### src/hdl/epil_pkg.sv
// constants and carrier types for the external pin interrupt latch
// assumes one bus clock domain and an 8-bit plain register port
package epil_pkg;
   localparam logic [7:0]  REG_STATUS_CONTROL = 8'h00; // status and control register
   localparam logic [7:0]  REG_SECOND_CONFIG  = 8'h1E; // second configuration register
   localparam logic [7:0]  REG_BREAK_CONTROL  = 8'h01; // break flag control register
   localparam int          BIT_MODE           = 0;
   localparam int          BIT_MASK           = 1;
   localparam int          BIT_ACK            = 2;
   localparam int          BIT_PENDING        = 3;
   localparam int          BIT_PULLUP_DIS     = 0;
   localparam int          BIT_BREAK_CLEAR    = 7;
   localparam logic [15:0] VECTOR_HIGH_ADDR   = 16'hFFFA;
   localparam logic [15:0] VECTOR_LOW_ADDR    = 16'hFFFB;
   localparam logic [7:0]  ZERO_BYTE          = 8'h00;
   localparam logic [1:0]  SYNC_FILL_DONE     = 2'h3; // edges until every pin stage holds a real sample

   typedef struct packed {
      logic       wr;
      logic       rd;
      logic [7:0] addr;
      logic [7:0] wdata;
   } epil_bus_req_t;

   typedef struct packed {
      logic request;
      logic [15:0] vec_high;
      logic [15:0] vec_low;
   } epil_cpu_req_t;
endpackage

### src/hdl/epil_top.sv
// external pin interrupt latch: pin sampling, request latch, control register
// assumes the pin is synchronous-safe after two flops and the break state comes from the cpu side
//
// What this block does
// - falling pin edge, or in level mode a low pin sample, sets request latch
// - vector fetch, software acknowledge, reset clear latch
// - level mode clears need acknowledge plus pin high
// - level mode stays pending while pin low
// - reset clears latch and mode bit
// - edge mode: acknowledge clears latch immediately
// - edge after acknowledge latches new request
// - unmasked request points cpu at fixed vectors
// - pending flag ignores module mask
// - pending flag read-only, one when pending
// - acknowledge write-only, reads zero, clears latch
// - module mask read/write, one disables requests
// - mode bit read/write, reset clears
// - pull-up on unless disable bit set
// - break-clear enable lets acknowledge clear in break
// - break-clear disabled blocks acknowledge in break
// - pin level offered to branch instructions
// - request reaches priority logic only unmasked
//
// Decided for this implementation: the strobed register port and the register addresses.
`timescale 1ns/1ps
`default_nettype none
module epil_top (
   input  wire logic                   core_clk,
   input  wire logic                   rst_b,
   input  wire logic                   irq_pin_b,
   input  wire logic                   vector_fetch_ack,
   input  wire logic                   break_state,
   input  wire epil_pkg::epil_bus_req_t bus_req,
   output logic [7:0]                  rd_data,
   output epil_pkg::epil_cpu_req_t     cpu_req,
   output logic                        pullup_enable,
   output logic                        branch_if_pin_high,
   output logic                        branch_if_pin_low
);
   import epil_pkg::*;

   logic sync1_q, sync2_q, prev_q;
   logic sync1_d, sync2_d, prev_d;
   logic latch_q, latch_d;
   logic mode_q, mode_d;
   logic mask_q, mask_d;
   logic pullup_dis_q, pullup_dis_d;
   logic break_clear_enable_q, break_clear_enable_d;
   logic [7:0] rd_data_q, rd_data_d;
   logic fall_edge, ack_write, sw_clear, clear_req, set_req;
   // an acknowledge taken in level mode while the pin is still low is remembered
   // here, so the pin's later return high can finish the clear in either order
   logic ack_pend_q, ack_pend_d;
   // the synchroniser stages reset to the idle level; until they hold real samples
   // a pin held low through reset would look like a fresh falling edge
   logic [1:0] fill_q, fill_d;
   logic armed;

   function automatic logic hit(input epil_bus_req_t r, input logic [7:0] a);
      hit = r.wr && (r.addr == a);
   endfunction

   // two-flop synchroniser; only sync2 and prev feed the edge detector
   always_comb begin
      sync1_d = irq_pin_b;
      sync2_d = sync1_q;
      prev_d  = sync2_q;
      fill_d  = armed ? fill_q : 2'(fill_q + 2'h1);
   end

   // no edge is believed until the pipeline is full of pin samples
   assign armed     = (fill_q == SYNC_FILL_DONE);
   assign fall_edge = armed && prev_q && !sync2_q;
   assign ack_write = hit(bus_req, REG_STATUS_CONTROL) && bus_req.wdata[BIT_ACK];
   // break protects the latch unless break-clear is enabled
   assign sw_clear  = ack_write && (!break_state || break_clear_enable_q);
   assign clear_req = vector_fetch_ack || sw_clear;
   // level mode keeps setting while low, so a clear only sticks once the pin is high
   assign set_req   = fall_edge || (mode_q && !sync2_q);

   // request latch and control bits; a new edge wins over a same-cycle clear
   always_comb begin
      latch_d              = latch_q;
      mode_d               = mode_q;
      mask_d               = mask_q;
      pullup_dis_d         = pullup_dis_q;
      break_clear_enable_d = break_clear_enable_q;
      if (clear_req || (ack_pend_q && sync2_q)) begin
         latch_d = 1'b0;
      end
      if (set_req) begin
         latch_d = 1'b1;
      end
      // in level mode a clear lost to a low pin waits for the pin to rise
      ack_pend_d = mode_q && latch_d && (ack_pend_q || clear_req);
      if (hit(bus_req, REG_STATUS_CONTROL)) begin
         mode_d = bus_req.wdata[BIT_MODE];
         mask_d = bus_req.wdata[BIT_MASK];
      end
      if (hit(bus_req, REG_SECOND_CONFIG)) begin
         pullup_dis_d = bus_req.wdata[BIT_PULLUP_DIS];
      end
      if (hit(bus_req, REG_BREAK_CONTROL)) begin
         break_clear_enable_d = bus_req.wdata[BIT_BREAK_CLEAR];
      end
   end

   // read mux; ack reads zero, unmapped addresses read zero
   always_comb begin
      rd_data_d = ZERO_BYTE;
      if (bus_req.rd) begin
         case (bus_req.addr)
            REG_STATUS_CONTROL: begin
               rd_data_d[BIT_PENDING] = latch_q;
               rd_data_d[BIT_MASK]    = mask_q;
               rd_data_d[BIT_MODE]    = mode_q;
            end
            REG_SECOND_CONFIG: rd_data_d[BIT_PULLUP_DIS] = pullup_dis_q;
            REG_BREAK_CONTROL: rd_data_d[BIT_BREAK_CLEAR] = break_clear_enable_q;
            default: rd_data_d = ZERO_BYTE;
         endcase
      end
   end

   // all state is reset; the pin stages load the idle high level, everything else clears
   always_ff @(posedge core_clk or negedge rst_b) begin
      if (!rst_b) begin
         sync1_q              <= 1'b1;
         sync2_q              <= 1'b1;
         prev_q               <= 1'b1;
         latch_q              <= 1'b0;
         mode_q               <= 1'b0;
         mask_q               <= 1'b0;
         pullup_dis_q         <= 1'b0;
         break_clear_enable_q <= 1'b0;
         rd_data_q            <= ZERO_BYTE;
         ack_pend_q           <= 1'b0;
         fill_q               <= 2'h0;
      end else begin
         sync1_q              <= sync1_d;
         sync2_q              <= sync2_d;
         prev_q               <= prev_d;
         latch_q              <= latch_d;
         mode_q               <= mode_d;
         mask_q               <= mask_d;
         pullup_dis_q         <= pullup_dis_d;
         break_clear_enable_q <= break_clear_enable_d;
         rd_data_q            <= rd_data_d;
         ack_pend_q           <= ack_pend_d;
         fill_q               <= fill_d;
      end
   end

   assign rd_data            = rd_data_q;
   assign cpu_req.request    = latch_q && !mask_q;
   assign cpu_req.vec_high   = VECTOR_HIGH_ADDR;
   assign cpu_req.vec_low    = VECTOR_LOW_ADDR;
   assign pullup_enable      = !pullup_dis_q;
   assign branch_if_pin_high = sync2_q;
   assign branch_if_pin_low  = !sync2_q;

   property p_edge_sets;
      @(posedge core_clk) disable iff (!rst_b) fall_edge |=> latch_q;
   endproperty
   a_edge_sets: assert property (p_edge_sets) else $error("edge did not set latch");

   property p_vf_clears;
      @(posedge core_clk) disable iff (!rst_b)
         (vector_fetch_ack && !set_req) |=> !latch_q;
   endproperty
   a_vf_clears: assert property (p_vf_clears) else $error("fetch did not clear");

   property p_level_hold;
      @(posedge core_clk) disable iff (!rst_b) (mode_q && !sync2_q) |=> latch_q;
   endproperty
   a_level_hold: assert property (p_level_hold) else $error("level lost");

   property p_edge_mode_clear;
      @(posedge core_clk) disable iff (!rst_b)
         (!mode_q && sw_clear && !fall_edge) |=> !latch_q;
   endproperty
   a_edge_mode_clear: assert property (p_edge_mode_clear) else $error("ack no clear");

   property p_break_protect;
      @(posedge core_clk) disable iff (!rst_b)
         (break_state && !break_clear_enable_q && !vector_fetch_ack && !ack_pend_q && latch_q)
            |=> latch_q;
   endproperty
   a_break_protect: assert property (p_break_protect) else $error("break clear");

   property p_mask_gate;
      @(posedge core_clk) disable iff (!rst_b) cpu_req.request == (latch_q && !mask_q);
   endproperty
   a_mask_gate: assert property (p_mask_gate) else $error("mask gate wrong");

   property p_pending_read;
      @(posedge core_clk) disable iff (!rst_b)
         (bus_req.rd && bus_req.addr == REG_STATUS_CONTROL) |=>
            (rd_data[BIT_PENDING] == $past(latch_q) && !rd_data[BIT_ACK]);
   endproperty
   a_pending_read: assert property (p_pending_read) else $error("pending read bad");

   property p_sync_edge;
      @(posedge core_clk) disable iff (!rst_b)
         (armed && $fell(sync2_q) && $past(prev_q)) |-> fall_edge;
   endproperty
   a_sync_edge: assert property (p_sync_edge) else $error("edge missed");

   // the checks below cover the clear paths, the register bits and the pin view;
   // each names the one event it watches, so a set in the same cycle is left out
   // wherever the set-wins choice would otherwise make the rule look broken

   property p_ack_order;
      @(posedge core_clk) disable iff (!rst_b)
         (ack_pend_q && sync2_q && !set_req) |=> !latch_q;
   endproperty
   a_ack_order: assert property (p_ack_order) else $error("late pin rise kept latch");

   property p_break_clear;
      @(posedge core_clk) disable iff (!rst_b)
         (ack_write && break_state && break_clear_enable_q && !set_req) |=> !latch_q;
   endproperty
   a_break_clear: assert property (p_break_clear) else $error("break clear ignored");

   property p_ack_then_edge;
      @(posedge core_clk) disable iff (!rst_b)
         (ack_write && fall_edge) |=> latch_q;
   endproperty
   a_ack_then_edge: assert property (p_ack_then_edge) else $error("edge lost to ack");

   property p_vector_fixed;
      @(posedge core_clk) disable iff (!rst_b)
         cpu_req.request |->
            (cpu_req.vec_high == VECTOR_HIGH_ADDR && cpu_req.vec_low == VECTOR_LOW_ADDR);
   endproperty
   a_vector_fixed: assert property (p_vector_fixed) else $error("vector moved");

   property p_masked_pending;
      @(posedge core_clk) disable iff (!rst_b)
         (bus_req.rd && bus_req.addr == REG_STATUS_CONTROL && mask_q) |=>
            (rd_data[BIT_PENDING] == $past(latch_q));
   endproperty
   a_masked_pending: assert property (p_masked_pending) else $error("mask hid flag");

   property p_rd_idle;
      @(posedge core_clk) disable iff (!rst_b)
         !bus_req.rd |=> (rd_data == ZERO_BYTE);
   endproperty
   a_rd_idle: assert property (p_rd_idle) else $error("read data outside slot");

   property p_ack_write_clear;
      @(posedge core_clk) disable iff (!rst_b)
         (ack_write && !break_state && !set_req) |=> !latch_q;
   endproperty
   a_ack_write_clear: assert property (p_ack_write_clear) else $error("ack ignored");

   property p_mask_write;
      @(posedge core_clk) disable iff (!rst_b)
         (bus_req.wr && bus_req.addr == REG_STATUS_CONTROL) |=>
            (mask_q == $past(bus_req.wdata[BIT_MASK]));
   endproperty
   a_mask_write: assert property (p_mask_write) else $error("mask not written");

   property p_mode_write;
      @(posedge core_clk) disable iff (!rst_b)
         (bus_req.wr && bus_req.addr == REG_STATUS_CONTROL) |=>
            (mode_q == $past(bus_req.wdata[BIT_MODE]));
   endproperty
   a_mode_write: assert property (p_mode_write) else $error("mode not written");

   property p_pullup_write;
      @(posedge core_clk) disable iff (!rst_b)
         (bus_req.wr && bus_req.addr == REG_SECOND_CONFIG) |=>
            (pullup_enable == !$past(bus_req.wdata[BIT_PULLUP_DIS]));
   endproperty
   a_pullup_write: assert property (p_pullup_write) else $error("pull-up wrong");

   property p_pin_level;
      @(posedge core_clk) disable iff (!rst_b)
         (branch_if_pin_high == $past(sync1_q)) && (branch_if_pin_low == !branch_if_pin_high);
   endproperty
   a_pin_level: assert property (p_pin_level) else $error("pin level view wrong");

   property p_fill_quiet;
      @(posedge core_clk) disable iff (!rst_b)
         (!armed && !mode_q && !latch_q) |=> !latch_q;
   endproperty
   a_fill_quiet: assert property (p_fill_quiet) else $error("false edge after reset");

   property p_edge_vf_clear;
      @(posedge core_clk) disable iff (!rst_b)
         (!mode_q && vector_fetch_ack && !fall_edge) |=> !latch_q;
   endproperty
   a_edge_vf_clear: assert property (p_edge_vf_clear) else $error("fetch kept latch");
endmodule
`default_nettype wire
### config.mk
export PLATFORM = sky130hd
export DESIGN_NAME = epil_top
export DESIGN_NICKNAME = d
export VERILOG_FILES = /design/src/hdl/epil_pkg.sv /design/src/hdl/epil_top.sv
export SDC_FILE = /design/constraint.sdc
export NUM_CORES = 1
export LEC_CHECK = 0
export BUFFER_PORTS_ARGS = -buffer_cell sky130_fd_sc_hd__buf_2
export CORE_MARGIN = 2
export CORE_UTILIZATION = 35
export DETAILED_ROUTE_END_ITERATION = 8
export GPL_TIMING_DRIVEN = 0
export PLACE_DENSITY_LB_ADDON = 0.1
export SETUP_SLACK_MARGIN = 0.2
export SKIP_LAST_GASP = 1
export SYNTH_ARGS = -nofsm -noshare
export SYNTH_HDL_FRONTEND = slang
export SYNTH_SLANG_ARGS = --single-unit
### constraint.sdc
create_clock -name core_clk -period 1.2 [get_ports core_clk]
set_clock_uncertainty 0.05 [all_clocks]
set_input_delay 0.18 -clock core_clk [delete_from_list [all_inputs] [get_ports core_clk]]
set_output_delay 0.18 -clock core_clk [all_outputs]
set_load 0.01 [all_outputs]
Yosys cells after proc, flatten, opt, wreduce, memory -nomap -nowiden --
Index checks and enable logic that the tools add are counted. W data, S select, Z words.
Cells by class: shifts and indexed selects 0, reduce and logical (&&, ||, !) cells 22, order comparisons 0, $mul 0, add/subtract/negate cells 1, bitwise gates (word level) 0, muxes and demuxes 7, divide/modulo/power cells 0, eq/ne operators 3
Operator list (number):
- $logic_and A1 B1 Y1 | 12
- $eq A8 B1 Y1 const B | 1
- $eq A8 B5 Y1 const B | 1
- $logic_not A8 Y1 | 1
- $mux W8 | 1
- $logic_or A1 B1 Y1 | 5
- $mux W1 | 5
- $logic_not A1 Y1 | 4
- $add A2 B1 Y2 const B | 1
- $eq A2 B2 Y1 const B | 1
- $pmux W1 S2 | 1
Word-level totals: memories kept 0, bits in registers 19, bits in read-only memories 0, word-level logic and storage cells 44, bits in writable memories 0, input port bits 23, latch bits 0

Longest topological paths before layout --
depth in word-level cells 10, gate-level depth with buffers 3

Least setup slack after synthesis --
Ideal clock, no wire load.
path kind in2reg, from input bus_req[8] (netlist bit), to register mask_q, cell stages on the path 3, arrival time 969 ps, data required time 1023 ps, setup time 127 ps, path buffers 0, setup slack 53 ps, cells stage by stage nor4_2 nand3_2 mux2_1
On the way: longest elaborated chain between the ends 2
Ends and longest elaborated chain:
- from (decl) | line epil_top.sv:33 | input wire epil_pkg::epil_bus_req_t bus_req,
- $logic_not A8 Y1 | line epil_top.sv:60 | hit = r.wr && (r.addr == a);
- $logic_and A1 B1 Y1 | line epil_top.sv:60
- to (signal assigned) | line epil_top.sv:145 | mask_q <= mask_d;
- to (decl) | line epil_top.sv:46 | logic mask_q, mask_d;
Every way passes these cells. A chain may end at the register's enable or synchronous reset.

Final worst setup path --
from register sync2_q, in the netlist branch_if_pin_high, to output branch_if_pin_low
On the way: longest elaborated chain between the ends 1
Ends and longest elaborated chain:
- from (decl) | line epil_top.sv:42 | logic sync1_q, sync2_q, prev_q;
- from (signal assigned) | line epil_top.sv:141 | sync2_q <= sync2_d;
- $logic_not A1 Y1 | line epil_top.sv:160 | assign branch_if_pin_low = !sync2_q;
- to (decl) | line epil_top.sv:38 | output logic branch_if_pin_low
Every way passes these cells.

==> results.md <==
* Min-Delay Path Class: in -> reg
* R2r worst-path depth at 3
* Worst Path Max Fanout at 3
* Crit. End Element: primary output
* Syn Inst Count at 86
* RR Startpoint: break_clear_enable_q
* Filler cell count in the final layout at 248
* Dpl cell area at between 0.001 and 0.0015 sq mm
* Synth top area cells: dfrtp_1 32%, buf_4 29%, dfstp_2 8.5%
* WHS Path Cells at 2
* Vias in the first global route at 621
* RSZ-0062 raised after global routing: yes
* Sequential-to-total area share from yosys stat at 41.00%
* Lkg Pwr at approximately 0.79 nW
* Adder-cell area share of the yosys netlist at 1.353%
* TritonCTS Sinks at 15
* Hold Path Sink: break_clear_enable_q
* Combinational share of power at 26.8%
* Layout cell share with drive strength beyond 1 at 57.06%
* Minimum clock period at about 1.2 ns
* Cts bufs inserted at 3
* Post-synth EDFFs at 0
* Max-cap violations at 0
* Post-synth top cells: 36 x buf_4, 12 x dfrtp_1, 4 x nand2_1
* # setup viols final at 1
* Detail Route Antenna Nets at 0
* Row count at 18
* Initial DRC count at 3
* Post-route DRC violation count at 0
* ANT cells at 0
* Multiplexer share of the synthesized area at 6.089%
* Synth Register Bits at 15
* Failing checks: setup timing
* Hold WS at 0.05336 ns
* Top cell family by delay on the critical path: flip-flops
* Hold Fails Final Rpt at 0
* Largest net degree at the start of global routing at 16
* CP cell instances: inv_2 > buf_6
* TritonCTS clock tree: built
* Worst R2R Setup Slack at 0.05 ns
* Largest area contributor in the netlist: dfrtp_1
* Post-DP HPWL at around 1.3 mm
* Crit path DAT at 1.00 ns
* Vias at between 700 and 800
* Switching Fraction at 26.51%
* CTS Root Buffer Type: clkbuf_4
* Clk buf depth at 2
* First-pass GRT wire length at approximately 2.7 mm
* Synth top area share at around 32%
* Total power at 1.101 mW
* Switching power total at 291.7 uW
* XOR/XNOR Fraction of Synth Area at 0.9472%
* HP Start: bus_req[7]
* Final WS setup at -0.02536 ns
* Drt wl/cell at 8.736 um
* Worst VDD drop at 0.8544 mV
* Simple-gate share of the synthesized area at about 17%
* I/O Buffers at 26
* Pre-antenna DRT Iters at 2
* Worst-Skew Late Latency at 0.28 ns
* Clock power frac at 24.8%
* PwrDens at 755.0 mW/mm^2
* Syn avg cell area at 10.75 sq um
* Main combinational cell family by area after synthesis: buffers and inverters
* Total GRT Usage at 10.63%
* Count of cell types in the netlist at 25
* Starting Density at 36.99%
* Via density per instance at 3.725
* Core area at approximately 0.0025 sq mm
* Number of I/O pins at 67
* Buf+Inv Stages, Crit Path at 2
* H-tree depth at 1
* Final instance area at between 0.001 and 0.0015 sq mm
* Initial antenna violation count at 0
* Die Wd at about 55 um
* Compound-Gate Fraction of Synth Area at 2.571%
* Cell total after placement at 176
* Die height at 55.40 um
* Reg clk slew, reported paths at 0.09 ns
* Layout area overhead at 57.65%
* Critical path class: reg -> out
* Gp weighted congestion at about 0.72
* Cell Count, Final, Fillers Out at 193
* Post-Syn Area at around 920 sq um
* CP max-delay cell: dfstp_2
* Required @ worst endpoint at slightly below 1 ns
* Nets at 188
* Seq pwr share at 48.4%
* Routed wire length at 1.686 mm
* Final Cycle Share at 102.1%
* Top-count cell post-synth: buf_4
* F_max at 816.1 MHz
* Reg-to-reg endpoint: ack_pend_q
* Overflow after GRT at 0
* Outcome: finished, violations left
* P_int at 808.9 uW
* YS warnings at 0
* DIE AREA at 0.003069 sq mm
* Asr flop ratio synth at 100.0%
* CP max stage delay at 0.56 ns
* Slew Viols, Final at 0
* Top_reg_cell synth: dfrtp_1
* Setup crit start kind: register
==> flip-flops by register name, summed over array words and instances (netlist names) <==
name and count:
rd_data 4, break_clear_enable_q 1, latch_q 1, sync1_q 1, branch_if_pin_high 1, mode_q 1, ack_pend_q 1, fill_q 2
mask_q 1, prev_q 1, pullup_dis_q 1
==> metrics by stage <==
stage	worst slack (ns)	utilization [%]	setup TNS (ns)
after floorplan	0.07593	-	0
after global placement	-0.1531	49.75	-0.5569
after detailed placement	-0.1718	49.75	-0.5769
after CTS	-0.03311	55.06	-0.04536
after global routing	-0.07523	58.31	-0.1478
final	-0.02536	58.31	-0.02536
==> area by class of cell <==
class | count | area (sq um) | share of cell area, %
Sequential cell | 15 | 379.1 | 26.01
Clock inverter | 1 | 5.005 | 0.3433
Clock buffer | 3 | 22.52 | 1.545
Multi-Input combinational cell | 67 | 461.7 | 31.67
Inverter | 2 | 7.507 | 0.5150
Timing Repair Buffer | 39 | 274.0 | 18.80
Buffer | 36 | 270.3 | 18.54
Tap cell | 30 | 37.54 | 2.575
==> worst max-delay path by stage <==
| stage | depth (start not counted) | start | to |
|---|---|---|---|
| after floorplan | 3 | bus_req[14] | break_clear_enable_q |
| after global placement | 4 | bus_req[14] | mode_q |
| after detailed placement | 4 | bus_req[9] | break_clear_enable_q |
| after CTS | 2 | branch_if_pin_high | branch_if_pin_low |
| after global routing | 2 | branch_if_pin_high | branch_if_pin_low |
| final | 2 | branch_if_pin_high | branch_if_pin_low |
==> per-layer routing <==
metal	GRT usage, %	vias to the layer above	part of all wire, %
met3	4.215	2	7.9
met2	19.56	30	53
met4	1.045	0	0.47
met5	0	-	0
li1	-	372	-
met1	11.86	315	38
==> timing repair <==
item | 4_1_cts | 5_1_grt
hold buffers | 2 | 0
setup buffers | 8 | 3
setup endpoints to repair | 14 | 14
endpoints found under the hold margin | 15 | 0
pin swaps | 2 | 3
gates resized for setup | 5 | 14
==> power by group through the flow <==
stage | combinational (mW) | clock, mW | sequential, mW
after CTS | 0.266 | 0.286 | 0.533
after detailed placement | 0.235 | 0 | 0.545
after global placement | 0.232 | 0 | 0.544
after floorplan | 0.166 | 0 | 0.543
final | 0.295 | 0.273 | 0.533
after global routing | 0.319 | 0.317 | 0.535
==> logic make-up after synthesis <==
| family | Yosys count |
|---|---|
| other | 2 |
| buffers and inverters | 38 |
| XOR/XNOR | 1 |
| AND/OR/NAND/NOR | 21 |
| AO/OA/AOI/OAI | 3 |
| multiplexers | 5 |
| flip-flops | 15 |
| adder cells (fa/ha/maj) | 1 |
==> cells in the final DEF (no fill, tap or decap) <==
master	count
mux2_2	2
dfrtp_1	12
nand4_1	2
buf_4	46
o32ai_2	1
and3_1	2
dfstp_2	3
xnor2_1	1
and4bb_1	1
dlygate4sd3_1	2
inv_2	1
nand2_1	4
nor2b_1	2
inv_1	1
conb_1	36
mux2_4	2
clkbuf_4	3
ha_4	1
buf_6	7
o311a_1	1
nand3_1	2
mux2_1	1
a21oi_1	1
nor4b_4	1
nor4_4	3
buf_2	20
nand3_2	1
and4_1	2
clkinv_2	1
and2_2	1
==> worst reg2reg max path: stages (launching register included) <==
cell and delay (ns):
dfrtp_1 0.39, nor2b_1 0.10, and4bb_1 0.21, o311a_1 0.29
Note: power is estimated with default switching activity, not from simulation.
